### src/pkg/owsm_pkg.sv
// Constants and types for the single-wire sensor memory command slave
// Contract
// - Wait 15-60 us, then presence 60-240 us
// - Command 4Eh writes bytes at addresses 2,3
// - Reset aborts threshold write
// - Command BEh reads bytes 0..8, CRC last
// - Reset abandons scratch read
// - Command 48h copies only addresses 2,3
// - Copy status reads 0 busy, 1 done
// - Command 44h converts once, then idles
// - Conversion status reads 0 busy, 1 done
// - Conversion finishes within 500 ms
// - Recall B8h and power-up load thresholds
// - After recall, reads return converter ready
// - Command B4h reads supply mode
// - Sample write slot 15 to 60 us
// - Read bit held 15 us, then released
// - ROM byte precedes any memory command
package owsm_pkg;
	localparam int unsigned CLK_MHZ = 125;
	localparam int unsigned RST_MIN_US = 480;
	localparam int unsigned PRES_WAIT_US = 30;
	localparam int unsigned PRES_LEN_US = 120;
	localparam int unsigned WR_SMP_US = 30;
	localparam int unsigned RD_HOLD_US = 15;
	localparam int unsigned CONV_MS = 500;
	localparam int unsigned COPY_MS = 10;
	localparam int unsigned RST_MIN_CYC = RST_MIN_US * CLK_MHZ;
	localparam int unsigned PRES_WAIT_CYC = PRES_WAIT_US * CLK_MHZ;
	localparam int unsigned PRES_LEN_CYC = PRES_LEN_US * CLK_MHZ;
	localparam int unsigned WR_SMP_CYC = WR_SMP_US * CLK_MHZ;
	localparam int unsigned RD_HOLD_CYC = RD_HOLD_US * CLK_MHZ;
	localparam int unsigned CONV_CYC = CONV_MS * 1000 * CLK_MHZ;
	localparam int unsigned COPY_CYC = COPY_MS * 1000 * CLK_MHZ;
	localparam logic [7:0] CMD_WRITE = 8'h4e;
	localparam logic [7:0] CMD_READ = 8'hbe;
	localparam logic [7:0] CMD_COPY = 8'h48;
	localparam logic [7:0] CMD_CONV = 8'h44;
	localparam logic [7:0] CMD_RECALL = 8'hb8;
	localparam logic [7:0] CMD_SUPPLY = 8'hb4;
	localparam logic [3:0] ADDR_UPPER = 4'h2;
	localparam logic [3:0] ADDR_LOWER = 4'h3;
	localparam logic [3:0] ADDR_CRC = 4'h8;
	localparam logic [7:0] RSVD_BYTE = 8'hff;
	localparam logic [7:0] CRC_POLY = 8'h8c;
	localparam logic [7:0] REG_CTRL = 8'h00;
	localparam logic [7:0] REG_TEMP = 8'h04;
	localparam logic [7:0] REG_NV = 8'h08;
	localparam logic [7:0] REG_STAT = 8'h0c;
	localparam int unsigned CTRL_EXT_BIT = 0;
	localparam int unsigned STAT_CONV_BIT = 0;
	localparam int unsigned STAT_COPY_BIT = 1;
	localparam logic [7:0] NV_UPPER_RST = 8'h00;
	localparam logic [7:0] NV_LOWER_RST = 8'h00;
	localparam logic [31:0] TEMP_RST = 32'h0000_0000;
	typedef struct packed {
		logic [7:0] lower_alarm_threshold;
		logic [7:0] upper_alarm_threshold;
	} owsm_thr_t;
	typedef enum logic [1:0] {S_IDLE = 2'b00, S_SLOT = 2'b01, S_PWAIT = 2'b11, S_PDRV = 2'b10} owsm_slot_t;
	typedef enum logic [2:0] {
		PR_IDLE = 3'b000, PR_ROM = 3'b001, PR_CMD = 3'b011, PR_WR = 3'b010,
		PR_RD = 3'b110, PR_STAT = 3'b111, PR_ONES = 3'b101
	} owsm_proto_t;
	typedef enum logic [1:0] {SEL_CONV = 2'b00, SEL_COPY = 2'b01, SEL_SUPPLY = 2'b11} owsm_sel_t;
endpackage : owsm_pkg

### src/verilog/owsm_slave.sv
// Single-wire sensor slave: slots, presence, memory commands, APB registers
//
// Chosen here: the APB register port and the register offsets.
`timescale 1ns/1ps
`default_nettype none
module owsm_slave #(
	parameter int unsigned RST_CYC = owsm_pkg::RST_MIN_CYC,
	parameter int unsigned PLEN_CYC = owsm_pkg::PRES_LEN_CYC,
	parameter int unsigned CONV_CYC = owsm_pkg::CONV_CYC,
	parameter int unsigned COPY_CYC = owsm_pkg::COPY_CYC
) (
	input wire logic pclk,
	input wire logic presetn,
	input wire logic psel,
	input wire logic penable,
	input wire logic pwrite,
	input wire logic [7:0] paddr,
	input wire logic [31:0] pwdata,
	output logic [31:0] prdata,
	output logic pready,
	output logic pslverr,
	input wire logic line_i,
	output logic line_o,
	output logic line_oe
);
	owsm_pkg::owsm_slot_t st_q, st_d;
	owsm_pkg::owsm_proto_t proto_q, proto_d;
	owsm_pkg::owsm_sel_t sel_q, sel_d;
	owsm_pkg::owsm_thr_t thr_q, thr_d, nv_q, nv_d;
	logic [31:0] cnt_q, cnt_d, low_q, low_d, conv_q, conv_d, copy_q, copy_d;
	logic [31:0] scr_q, scr_d, temp_q, temp_d, prdata_q, prdata_d;
	logic [7:0] sh_q, sh_d, nb, cur_byte, crc;
	logic [3:0] addr_q, addr_d;
	logic [2:0] bit_q, bit_d;
	logic lprev_q, oe_q, oe_d, ext_q, ext_d;
	logic rise, fall, rst_seen, take, rd_mode, tx_bit, conv_busy, copy_busy;
	logic acc, wr, mapped;

	// CRC over the eight scratch bytes, byte 0 first, each byte LSB first
	function automatic logic [7:0] crc8(input logic [63:0] d);
		logic [7:0] c;
		logic fb;
		c = 8'h00;
		for (int i = 0; i < 64; i++) begin
			fb = c[0] ^ d[i];
			c = {1'b0, c[7:1]};
			if (fb) begin
				c = c ^ owsm_pkg::CRC_POLY;
			end
		end
		return c;
	endfunction : crc8

	// Scratch image: temperature latched at conversion end, thresholds live
	always_comb begin
		crc = crc8({scr_q[31:16], owsm_pkg::RSVD_BYTE, owsm_pkg::RSVD_BYTE,
			thr_q.lower_alarm_threshold, thr_q.upper_alarm_threshold, scr_q[15:0]});
		case (addr_q)
			4'h0: cur_byte = scr_q[7:0];
			4'h1: cur_byte = scr_q[15:8];
			owsm_pkg::ADDR_UPPER: cur_byte = thr_q.upper_alarm_threshold;
			owsm_pkg::ADDR_LOWER: cur_byte = thr_q.lower_alarm_threshold;
			4'h6: cur_byte = scr_q[23:16];
			4'h7: cur_byte = scr_q[31:24];
			owsm_pkg::ADDR_CRC: cur_byte = crc;
			default: cur_byte = owsm_pkg::RSVD_BYTE;
		endcase
	end

	// Line events and the bit the device offers in a read slot
	assign rise = !lprev_q && line_i;
	assign fall = lprev_q && !line_i;
	assign rst_seen = rise && (low_q >= RST_CYC);
	assign take = (st_q == owsm_pkg::S_SLOT) && (cnt_q == owsm_pkg::WR_SMP_CYC);
	assign conv_busy = (conv_q != 32'h0);
	assign copy_busy = (copy_q != 32'h0);
	assign rd_mode = (proto_q == owsm_pkg::PR_RD) || (proto_q == owsm_pkg::PR_STAT) ||
		(proto_q == owsm_pkg::PR_ONES);
	always_comb begin
		case (proto_q)
			owsm_pkg::PR_RD: tx_bit = cur_byte[bit_q];
			owsm_pkg::PR_STAT: begin
				case (sel_q)
					owsm_pkg::SEL_CONV: tx_bit = !conv_busy;
					owsm_pkg::SEL_COPY: tx_bit = !copy_busy;
					default: tx_bit = ext_q;
				endcase
			end
			default: tx_bit = 1'b1;
		endcase
	end

	// Link next state: slot timing, presence, command decode, busy timers
	always_comb begin
		st_d = st_q;
		cnt_d = cnt_q;
		proto_d = proto_q;
		sel_d = sel_q;
		sh_d = sh_q;
		bit_d = bit_q;
		addr_d = addr_q;
		thr_d = thr_q;
		nv_d = nv_q;
		scr_d = scr_q;
		nb = {line_i, sh_q[7:1]};
		low_d = line_i ? 32'h0 : ((low_q == 32'hffff_ffff) ? low_q : low_q + 32'h1);
		conv_d = conv_busy ? conv_q - 32'h1 : conv_q;
		copy_d = copy_busy ? copy_q - 32'h1 : copy_q;
		if (conv_q == 32'h1) begin
			scr_d = temp_q;
		end
		if (copy_q == 32'h1) begin
			nv_d = thr_q;
		end
		case (st_q)
			owsm_pkg::S_IDLE: begin
				if (fall) begin
					st_d = owsm_pkg::S_SLOT;
					cnt_d = 32'h0;
				end
			end
			owsm_pkg::S_SLOT: begin
				cnt_d = cnt_q + 32'h1;
				// Leave only after the sample point so a slow write one is not cut short
				if (cnt_q >= owsm_pkg::WR_SMP_CYC && line_i) begin
					st_d = owsm_pkg::S_IDLE;
				end
			end
			owsm_pkg::S_PWAIT: begin
				cnt_d = cnt_q + 32'h1;
				if (cnt_q == owsm_pkg::PRES_WAIT_CYC - 1) begin
					st_d = owsm_pkg::S_PDRV;
					cnt_d = 32'h0;
				end
			end
			owsm_pkg::S_PDRV: begin
				cnt_d = cnt_q + 32'h1;
				if (cnt_q == PLEN_CYC - 1) begin
					st_d = owsm_pkg::S_IDLE;
				end
			end
			default: st_d = owsm_pkg::S_IDLE;
		endcase
		// Write slots sample the line once, mid window; read slots advance the bit here
		if (take) begin
			bit_d = bit_q + 3'h1;
			sh_d = nb;
			if (bit_q == 3'h7) begin
				case (proto_q)
					owsm_pkg::PR_ROM: proto_d = owsm_pkg::PR_CMD;
					owsm_pkg::PR_CMD: begin
						case (nb)
							owsm_pkg::CMD_WRITE: begin
								addr_d = owsm_pkg::ADDR_UPPER;
								proto_d = owsm_pkg::PR_WR;
							end
							owsm_pkg::CMD_READ: begin
								addr_d = 4'h0;
								proto_d = owsm_pkg::PR_RD;
							end
							owsm_pkg::CMD_COPY: begin
								copy_d = COPY_CYC;
								sel_d = owsm_pkg::SEL_COPY;
								proto_d = owsm_pkg::PR_STAT;
							end
							owsm_pkg::CMD_CONV: begin
								conv_d = CONV_CYC;
								sel_d = owsm_pkg::SEL_CONV;
								proto_d = owsm_pkg::PR_STAT;
							end
							owsm_pkg::CMD_RECALL: begin
								thr_d = nv_q;
								sel_d = owsm_pkg::SEL_CONV;
								proto_d = owsm_pkg::PR_STAT;
							end
							owsm_pkg::CMD_SUPPLY: begin
								sel_d = owsm_pkg::SEL_SUPPLY;
								proto_d = owsm_pkg::PR_STAT;
							end
							default: proto_d = owsm_pkg::PR_IDLE;
						endcase
					end
					owsm_pkg::PR_WR: begin
						if (addr_q == owsm_pkg::ADDR_UPPER) begin
							thr_d.upper_alarm_threshold = nb;
							addr_d = owsm_pkg::ADDR_LOWER;
						end else begin
							thr_d.lower_alarm_threshold = nb;
							proto_d = owsm_pkg::PR_IDLE;
						end
					end
					owsm_pkg::PR_RD: begin
						if (addr_q == owsm_pkg::ADDR_CRC) begin
							proto_d = owsm_pkg::PR_ONES;
						end else begin
							addr_d = addr_q + 4'h1;
						end
					end
					default: proto_d = proto_q;
				endcase
			end
		end
		// A long low overrides everything: any write or read in flight is dropped
		if (rst_seen) begin
			st_d = owsm_pkg::S_PWAIT;
			cnt_d = 32'h0;
			proto_d = owsm_pkg::PR_ROM;
			bit_d = 3'h0;
		end
		oe_d = (st_d == owsm_pkg::S_PDRV) || ((st_d == owsm_pkg::S_SLOT) && rd_mode && !tx_bit &&
			(cnt_d < owsm_pkg::RD_HOLD_CYC));
	end

	// Link registers; thresholds come up holding the stored values
	always_ff @(posedge pclk or negedge presetn) begin
		if (!presetn) begin
			st_q <= owsm_pkg::S_IDLE;
			cnt_q <= 32'h0;
			low_q <= 32'h0;
			proto_q <= owsm_pkg::PR_IDLE;
			sel_q <= owsm_pkg::SEL_CONV;
			sh_q <= 8'h00;
			bit_q <= 3'h0;
			addr_q <= 4'h0;
			thr_q <= {owsm_pkg::NV_LOWER_RST, owsm_pkg::NV_UPPER_RST};
			nv_q <= {owsm_pkg::NV_LOWER_RST, owsm_pkg::NV_UPPER_RST};
			scr_q <= owsm_pkg::TEMP_RST;
			conv_q <= 32'h0;
			copy_q <= 32'h0;
			lprev_q <= 1'b1;
			oe_q <= 1'b0;
		end else begin
			st_q <= st_d;
			cnt_q <= cnt_d;
			low_q <= low_d;
			proto_q <= proto_d;
			sel_q <= sel_d;
			sh_q <= sh_d;
			bit_q <= bit_d;
			addr_q <= addr_d;
			thr_q <= thr_d;
			nv_q <= nv_d;
			scr_q <= scr_d;
			conv_q <= conv_d;
			copy_q <= copy_d;
			lprev_q <= line_i;
			oe_q <= oe_d;
		end
	end
	// Open drain: the pin only ever pulls low
	assign line_o = 1'b0;
	assign line_oe = oe_q;

	// APB: zero wait states, read data captured in the setup cycle
	assign acc = psel && penable;
	assign wr = acc && pwrite;
	assign mapped = (paddr == owsm_pkg::REG_CTRL) || (paddr == owsm_pkg::REG_TEMP) ||
		(paddr == owsm_pkg::REG_NV) || (paddr == owsm_pkg::REG_STAT);
	assign pready = 1'b1;
	assign pslverr = acc && !mapped;
	assign prdata = prdata_q;
	always_comb begin
		ext_d = ext_q;
		temp_d = temp_q;
		prdata_d = prdata_q;
		if (wr && paddr == owsm_pkg::REG_CTRL) begin
			ext_d = pwdata[owsm_pkg::CTRL_EXT_BIT];
		end
		if (wr && paddr == owsm_pkg::REG_TEMP) begin
			temp_d = pwdata;
		end
		if (psel && !penable && !pwrite) begin
			case (paddr)
				owsm_pkg::REG_CTRL: prdata_d = {31'h0, ext_q};
				owsm_pkg::REG_TEMP: prdata_d = temp_q;
				owsm_pkg::REG_NV: prdata_d = {16'h0, nv_q};
				owsm_pkg::REG_STAT: prdata_d = {1'b0, proto_q, 4'h0, thr_q, 6'h0, copy_busy, conv_busy};
				default: prdata_d = 32'h0;
			endcase
		end
	end
	always_ff @(posedge pclk or negedge presetn) begin
		if (!presetn) begin
			ext_q <= 1'b0;
			temp_q <= owsm_pkg::TEMP_RST;
			prdata_q <= 32'h0;
		end else begin
			ext_q <= ext_d;
			temp_q <= temp_d;
			prdata_q <= prdata_d;
		end
	end
endmodule : owsm_slave
`default_nettype wire

### config.mk
export PLATFORM = sky130hd
export DESIGN_NAME = owsm_slave
export DESIGN_NICKNAME = d
export VERILOG_FILES = /design/src/pkg/owsm_pkg.sv /design/src/verilog/owsm_slave.sv
export SDC_FILE = /design/constraint.sdc
export NUM_CORES = 1
export LEC_CHECK = 0
export ABC_AREA = 1
export BUFFER_PORTS_ARGS = -buffer_cell sky130_fd_sc_hd__clkbuf_2
export CORE_MARGIN = 5
export CORE_UTILIZATION = 30
export DETAILED_ROUTE_END_ITERATION = 8
export SYNTH_ARGS = -nofsm -noshare
export SYNTH_HDL_FRONTEND = slang
export SYNTH_SLANG_ARGS = --single-unit
### constraint.sdc
create_clock -name pclk -period 11.5 [get_ports pclk]
set_clock_uncertainty 0.1 [all_clocks]
set_input_delay 1.725 -clock pclk [delete_from_list [all_inputs] [get_ports pclk]]
set_output_delay 1.725 -clock pclk [all_outputs]
set_load 0.05 [all_outputs]
Yosys cells after proc, flatten, opt, wreduce, memory -nomap -nowiden
Cells that the tools add are included.
{"block": "totals", "register_bits": 281, "out_inout_bits": 36}
{"block": "classes", "add_sub_neg": 6, "n_lt_le_gt_ge": 4, "eq_ne": 42, "muxes": 110, "n_bitwise": 110, "reduce_logical": 49}
{"operator": "2-to-1 mux 8 bit", "n": 66}
{"operator": "2-to-1 mux 32 bit", "n": 15}
{"operator": "NOT 2 -> 3 bit", "n": 63}
{"operator": "one-hot mux 32 bit (4 select lines)", "n": 1}
{"operator": "one-hot mux 32 bit (3 select lines)", "n": 1}
{"operator": "adder 32 x 1 -> 32 bit, second input constant", "n": 2}
{"operator": "== test 32 x 1 -> 1 bit, second input constant", "n": 2}
{"operator": "== test 32 x 12 -> 1 bit, second input constant", "n": 2}
{"operator": "nonzero test 32 bit", "n": 2}
{"operator": "subtractor 32 x 1 -> 32 bit, second input constant", "n": 2}
{"operator": "one-hot mux 8 bit (7 select lines)", "n": 1}
{"operator": "bitwise XOR 1 bit", "n": 47}
{"operator": "== test 32 x 14 -> 1 bit, second input constant", "n": 1}
{"operator": "== test 32 bit, second input constant", "n": 1}
{"operator": "greater-or-equal comparator 32 x 12 -> 1 bit, second input constant", "n": 1}
{"operator": "greater-or-equal comparator 32 x 16 -> 1 bit, second input constant", "n": 1}
{"operator": "less-than comparator 32 x 11 -> 1 bit, second input constant", "n": 1}
{"operator": "one-hot mux 16 bit (2 select lines)", "n": 1}
{"operator": "== test 8 x 7 -> 1 bit, second input constant", "n": 3}
{"operator": "== test 8 bit, second input constant", "n": 3}
{"operator": "2-to-1 mux 3 bit", "n": 7}
{"operator": "== test 8 x 4 -> 1 bit, second input constant", "n": 2}
{"operator": "2-to-1 mux 16 bit", "n": 1}
{"operator": "logical AND 1 bit", "n": 15}
{"operator": "40 further kinds", "n": 80}

Logic depth before layout (Yosys ltp)
{"block": "logic_depth", "word_depth": 135, "mapped_depth": 60, "ltp_nobuf": 60}

Worst setup path after synthesis
Ideal clock, no wire load.
{"block": "synth_path", "path_type": "flip-flop to flip-flop", "startpoint": "reg scr_q[4]", "endpoint": "reg oe_q (netlist: line_oe)", "setup_ps": 116, "t_arrival_ps": 4210, "required_time_ps": 11284, "setup_slack_ps": 7074, "stages_incl_launch_ff": 55, "n_path_buf": 0, "path_cell_list": "dfrtp_1 > inv_2 > nand2_1 > nand2_1 > nand2_1 > nand2_2 > nand2_1 > nand2_2 > nand2_2 > nand3b_2 > nand3_2 > nand2_4 > nand2_1 > nand2_2 > nand2_4 > nand2_4 > inv_2 > nand2_4 > (+19 left out) > nand2_2 > nand2_1 > nand2_1 > nand2_2 > nand2_4 > nand2_4 > nand2_2 > nand2_1 > nand2_1 > nand3_1 > nand2_1 > nand2_1 > nand2_1 > nand2_1 > nand2_1 > nand2_1 > nand2_1 > nand2_1"}
{"block": "synth_via", "elab_chain_cells": 94, "word_cells_on_any_way": 165}
{"element": "from (decl)", "line_no": "owsm_slave.sv:31", "text": "logic [31:0] scr_q, scr_d, temp_q, temp_d, prdata_q, prdata_d;"}
{"element": "from (signal assigned)", "line_no": "owsm_slave.sv:227", "text": "scr_q <= owsm_pkg::TEMP_RST;"}
{"element": "from (signal assigned)", "line_no": "owsm_slave.sv:243", "text": "scr_q <= scr_d;"}
{"element": "bitwise XOR 1 bit", "line_no": "owsm_slave.sv:45", "text": "fb = c[0] ^ d[i];"}
{"element": "2-to-1 mux 8 bit", "line_no": "owsm_slave.sv:47", "text": "if (fb) begin"}
{"element": "2-to-1 mux 8 bit / NOT 2 -> 3 bit (equally long branches)"}
{"element": "2-to-1 mux 8 bit", "line_no": "owsm_slave.sv:47"}
{"element": "bitwise XOR 1 bit / 2-to-1 mux 8 bit (equally long branches)", "line_no": "owsm_slave.sv:45, owsm_slave.sv:47"}
{"element": "2-to-1 mux 8 bit", "line_no": "owsm_slave.sv:47"}
{"element": "2-to-1 mux 8 bit (tied with other cells)", "line_no": "owsm_slave.sv:47"}
{"element": "2-to-1 mux 8 bit", "line_no": "owsm_slave.sv:47"}
{"element": "(+78 left out)"}
{"element": "one-hot mux 8 bit (7 select lines) *", "line_no": "owsm_slave.sv:58", "text": "case (addr_q)"}
{"element": "binary-select mux 1 bit (select 3 bit) *", "line_no": "owsm_slave.sv:81", "text": "owsm_pkg::PR_RD: tx_bit = cur_byte[bit_q];"}
{"element": "2-to-1 mux 1 bit (not written as such) *", "line_no": "owsm_slave.sv:81"}
{"element": "one-hot mux 1 bit (2 select lines) *", "line_no": "owsm_slave.sv:80", "text": "case (proto_q)"}
{"element": "logical NOT 1 bit *", "line_no": "owsm_slave.sv:210", "text": "oe_d = (st_d == owsm_pkg::S_PDRV) || ((st_d == owsm_pkg::S_SLOT) && rd_mode && !tx_bit &&"}
{"element": "logical AND 1 bit * (2 in a row)", "line_no": "owsm_slave.sv:210"}
{"element": "logical OR 1 bit *", "line_no": "owsm_slave.sv:210"}
{"element": "named net oe_d", "line_no": "owsm_slave.sv:35", "text": "logic lprev_q, oe_q, oe_d, ext_q, ext_d;"}
{"element": "to (signal assigned)", "line_no": "owsm_slave.sv:231", "text": "oe_q <= 1'b0;"}
{"element": "to (signal assigned)", "line_no": "owsm_slave.sv:247", "text": "oe_q <= oe_d;"}
{"element": "to (decl)", "line_no": "owsm_slave.sv:35"}
Mark *: on every way through the listed nets, which the timed path passes. The rest lies on a longest branch. The select of a mux whose other input is x is not followed.
A chain may end at the register's enable or synchronous reset.

Worst setup path after layout
{"block": "layout_path", "startpoint": "reg scr_q[1]", "endpoint": "reg oe_q (netlist: line_oe)"}
{"block": "layout_via", "elab_chain_cells": 99, "word_cells_on_any_way": 174}
{"element": "parallel branches: the longest is 91 deep, another holds 2-to-1 mux 8 bit"}
{"element": "one-hot mux 8 bit (7 select lines) *", "line_no": "owsm_slave.sv:58"}
{"element": "binary-select mux 1 bit (select 3 bit) *", "line_no": "owsm_slave.sv:81"}
{"element": "2-to-1 mux 1 bit (not written as such) *", "line_no": "owsm_slave.sv:81"}
{"element": "one-hot mux 1 bit (2 select lines) *", "line_no": "owsm_slave.sv:80"}
{"element": "logical NOT 1 bit *", "line_no": "owsm_slave.sv:210"}
{"element": "logical AND 1 bit * (2 in a row)", "line_no": "owsm_slave.sv:210"}
{"element": "logical OR 1 bit *", "line_no": "owsm_slave.sv:210"}
{"element": "named net oe_d", "line_no": "owsm_slave.sv:35"}
Mark *: on every way through the listed nets, which the timed path passes. The select of a mux whose other input is x is not followed.

==> flow_summary.toml <==
[cells_and_area]
diodes = 0
post-route-util = 0.344
drive_gt1_frac = 0.108
nNetsFinal = 2492
layout-area-overhead-vs-synth_pct = 13.9

[timing]
post-route-period-util = 0.460
hold_viol = 0
relSlewSlack = 0.234
tightest_slew_ps = 1150
grt_setup_unrepaired = "false"
period_needed_ps = 5290
setup-tns-final_ps = 0
slew_viol_final = 0
setup_viol = 0
timing.fmax_mhz = 189

[critical_path]
worst_r2r_startpoint = "scr_q[1]"
crit_top_cell = "nand2_1"
worstPathArrival_ps = 5660
critical_path_required_ps = 11880
crit_fanout = 6
startpoint = "scr_q[1]"
r2r_slack_ps = 6210
ff2ff_path_depth = 49
slowest_delay_ps = 440
worstSetupEndpointType = "flop"
r2r-end = "line_oe"
crit_end = "line_oe"
timing.setup.critical_path_class = "flop to flop"
cp_slowest_cell = "dfrtp_1"
critPathLaunchType = "flop"

[logic_synthesis]
synth-edff-count = 0
ys_seq_area_frac = 0.413
avgSynthCellArea_um2 = 7.21
async_flop_share = 1.00
ys_ff_latch = 280
syn-cell-area_um2 = 17000
ys.flop_type = "dfrtp_1"
yosys.area.top_type = "dfrtp_1"
netlist_top_cells_count = "551 x nand2_1, 328 x inv_1, 279 x dfrtp_1"
syn_nets = 2420
synth_top_cell_area_share = 0.411
synth_warnings = 0
synthDistinctLibCells = 54
synth.area.top_cells = "dfrtp_1 41%, nand2_1 12%, inv_1 7.3%, nor2_1 5.6%, o21ai_0 4.4%"
yosysMostFrequentCell = "nand2_1"
syn_inst = 2354

[clock_tree]
ctsHtreeMaxLevel = 1
cts_root_buffer = "clkbuf_16"
cts_hold_buf = 0
cts_buffer_depth = 3
cts_tree = "yes"
cts_num_sinks = 280
clock_latency_ps = 600
post_cts_buffers = 0
cts_resized = 0
cts_buffers = 31
cts.clk_slew.worst_paths_ps = 60

[die]
die-area_um2 = 61400
core_region_area_um2 = 56200
num_rows = 87
initial_utilization = 0.302
io_pins = 82
die_h_um = 248
die_x_um = 248

[detailed_routing]
drc_errors = 0
wire_per_inst_um = 14.6
first_pass_iters = 5
drtIter0Drc = 982
ant_nets = 0
vias_per_cell = 4.76
vias = 15200
drt_wl_total_mm = 46.7

[global_route]
grt_overflow = 0
grt_pass1_wl_mm = 76.7
grt_max_degree = 176
grt_pass1_vias = 14700
grt_usage = 0.151
grt_antenna_before_repair = 0

[placed_design]
routabilityCongestion = 0.923
io_buffers = 79
dp_hpwl_mm = 34.1

[power_and_ir_drop]
peakVddDrop_v = 0.000120
p_leak_uw = 0.00899
power_density_nw_per_um2 = 138

[hold_path]
hp-class = "flop to flop"

[flow_run]
cap_violations = 0

[outcome]
status = "completed"
[power by group]
group | internal, µW | switching (µW) | total, µW
clock network | 655 | 423 | 1080
logic | 143 | 287 | 430
registers | 1070 | 89.7 | 1160
[cell usage in the layout, fill, tap and decap left out, drive strengths merged, types with 32 or more instances in the layout]
cell type    n
a21oi      143
clkbuf     121
dfrtp      279
inv        348
nand2      618
nand3      157
nand4       36
nor2       251
nor3        64
nor4        33
o21ai      148
o22ai       32
xor2        43
[layout make-up]
cell class	instances	area, µm²
tap	756	946
clock buffer	43	901
fill	6050	36800
clock inverter	10	195
inverter	351	1320
timing repair buffer	91	508
multi-input combinational	1671	8460
sequential	280	7010
[layer usage]
| layer | up-vias | routed length [µm] | global-route usage |
|---|---|---|---|
| met5 | - | 0 | 0 |
| met4 | 0 | 932 | 0.0349 |
| met3 | 59 | 2180 | 0.0225 |
| met2 | 274 | 21300 | 0.247 |
| met1 | 7119 | 22300 | 0.211 |
| li1 | 7793 | - | - |
[stage by stage]
step | cell area (µm²) | power, µW | cells | setup WS, ps | hold slack, ps
floorplan | 17000 | 1460 | 2354 | 7070 | 353
global placement | 18200 | 1610 | 3149 | 6280 | 366
detailed placement | 18200 | 1610 | 3149 | 6200 | 366
CTS | 19300 | 2700 | 3202 | 6250 | 385
global route | 19300 | 2820 | 3202 | 5440 | 402
finish | 19300 | 2670 | 3202 | 6210 | 381
[critical path: cells and delay by family (launching register included)]
kind / cells / cell delay (ps)
and+or+nand+nor: 42 / 3880
buffers and inverters: 6 / 520
DFF: 1 / 440
xor gates and xnor gates: 1 / 230
[cells by family (layout without fill, tap and decap cells)]
kind of cell             count (synthesis)  in the layout  synth area share
buffers and inverters                  403            495            0.0896
AO/OA/AOI/OAI                          394            394             0.130
XOR/XNOR                                63             63            0.0343
flip-flops                             280            280             0.413
other                                    2              2          0.000443
multiplexers                             9              9           0.00597
adder cells (fa/ha/maj)                 20             20            0.0147
AND/OR/NAND/NOR                       1183           1183             0.313
[sequential cells by signal (all words and copies together), names as in the netlist, 4 cells and up]
| signal | cells |
|---|---|
| addr_q | 4 |
| cnt_q | 32 |
| conv_q | 32 |
| copy_q | 32 |
| low_q | 32 |
| nv_q | 16 |
| prdata | 32 |
| scr_q | 32 |
| sh_q | 7 |
| temp_q | 32 |
| thr_q | 16 |
[worst min-delay path by stage]
stage / start / to / slack [ps] / cells past startpoint
6_report: prdata[30] / prdata[30] / 380 / 2
5_1_grt: nv_q[6] / nv_q[6] / 400 / 2
4_1_cts: prdata[30] / prdata[30] / 390 / 2
3_5_place_dp: prdata[5] / prdata[5] / 370 / 2
3_3_place_gp: temp_q[0] / temp_q[0] / 370 / 2
2_1_floorplan: nv_q[12] / nv_q[12] / 350 / 2
Power figures use the tool's default switching activity.
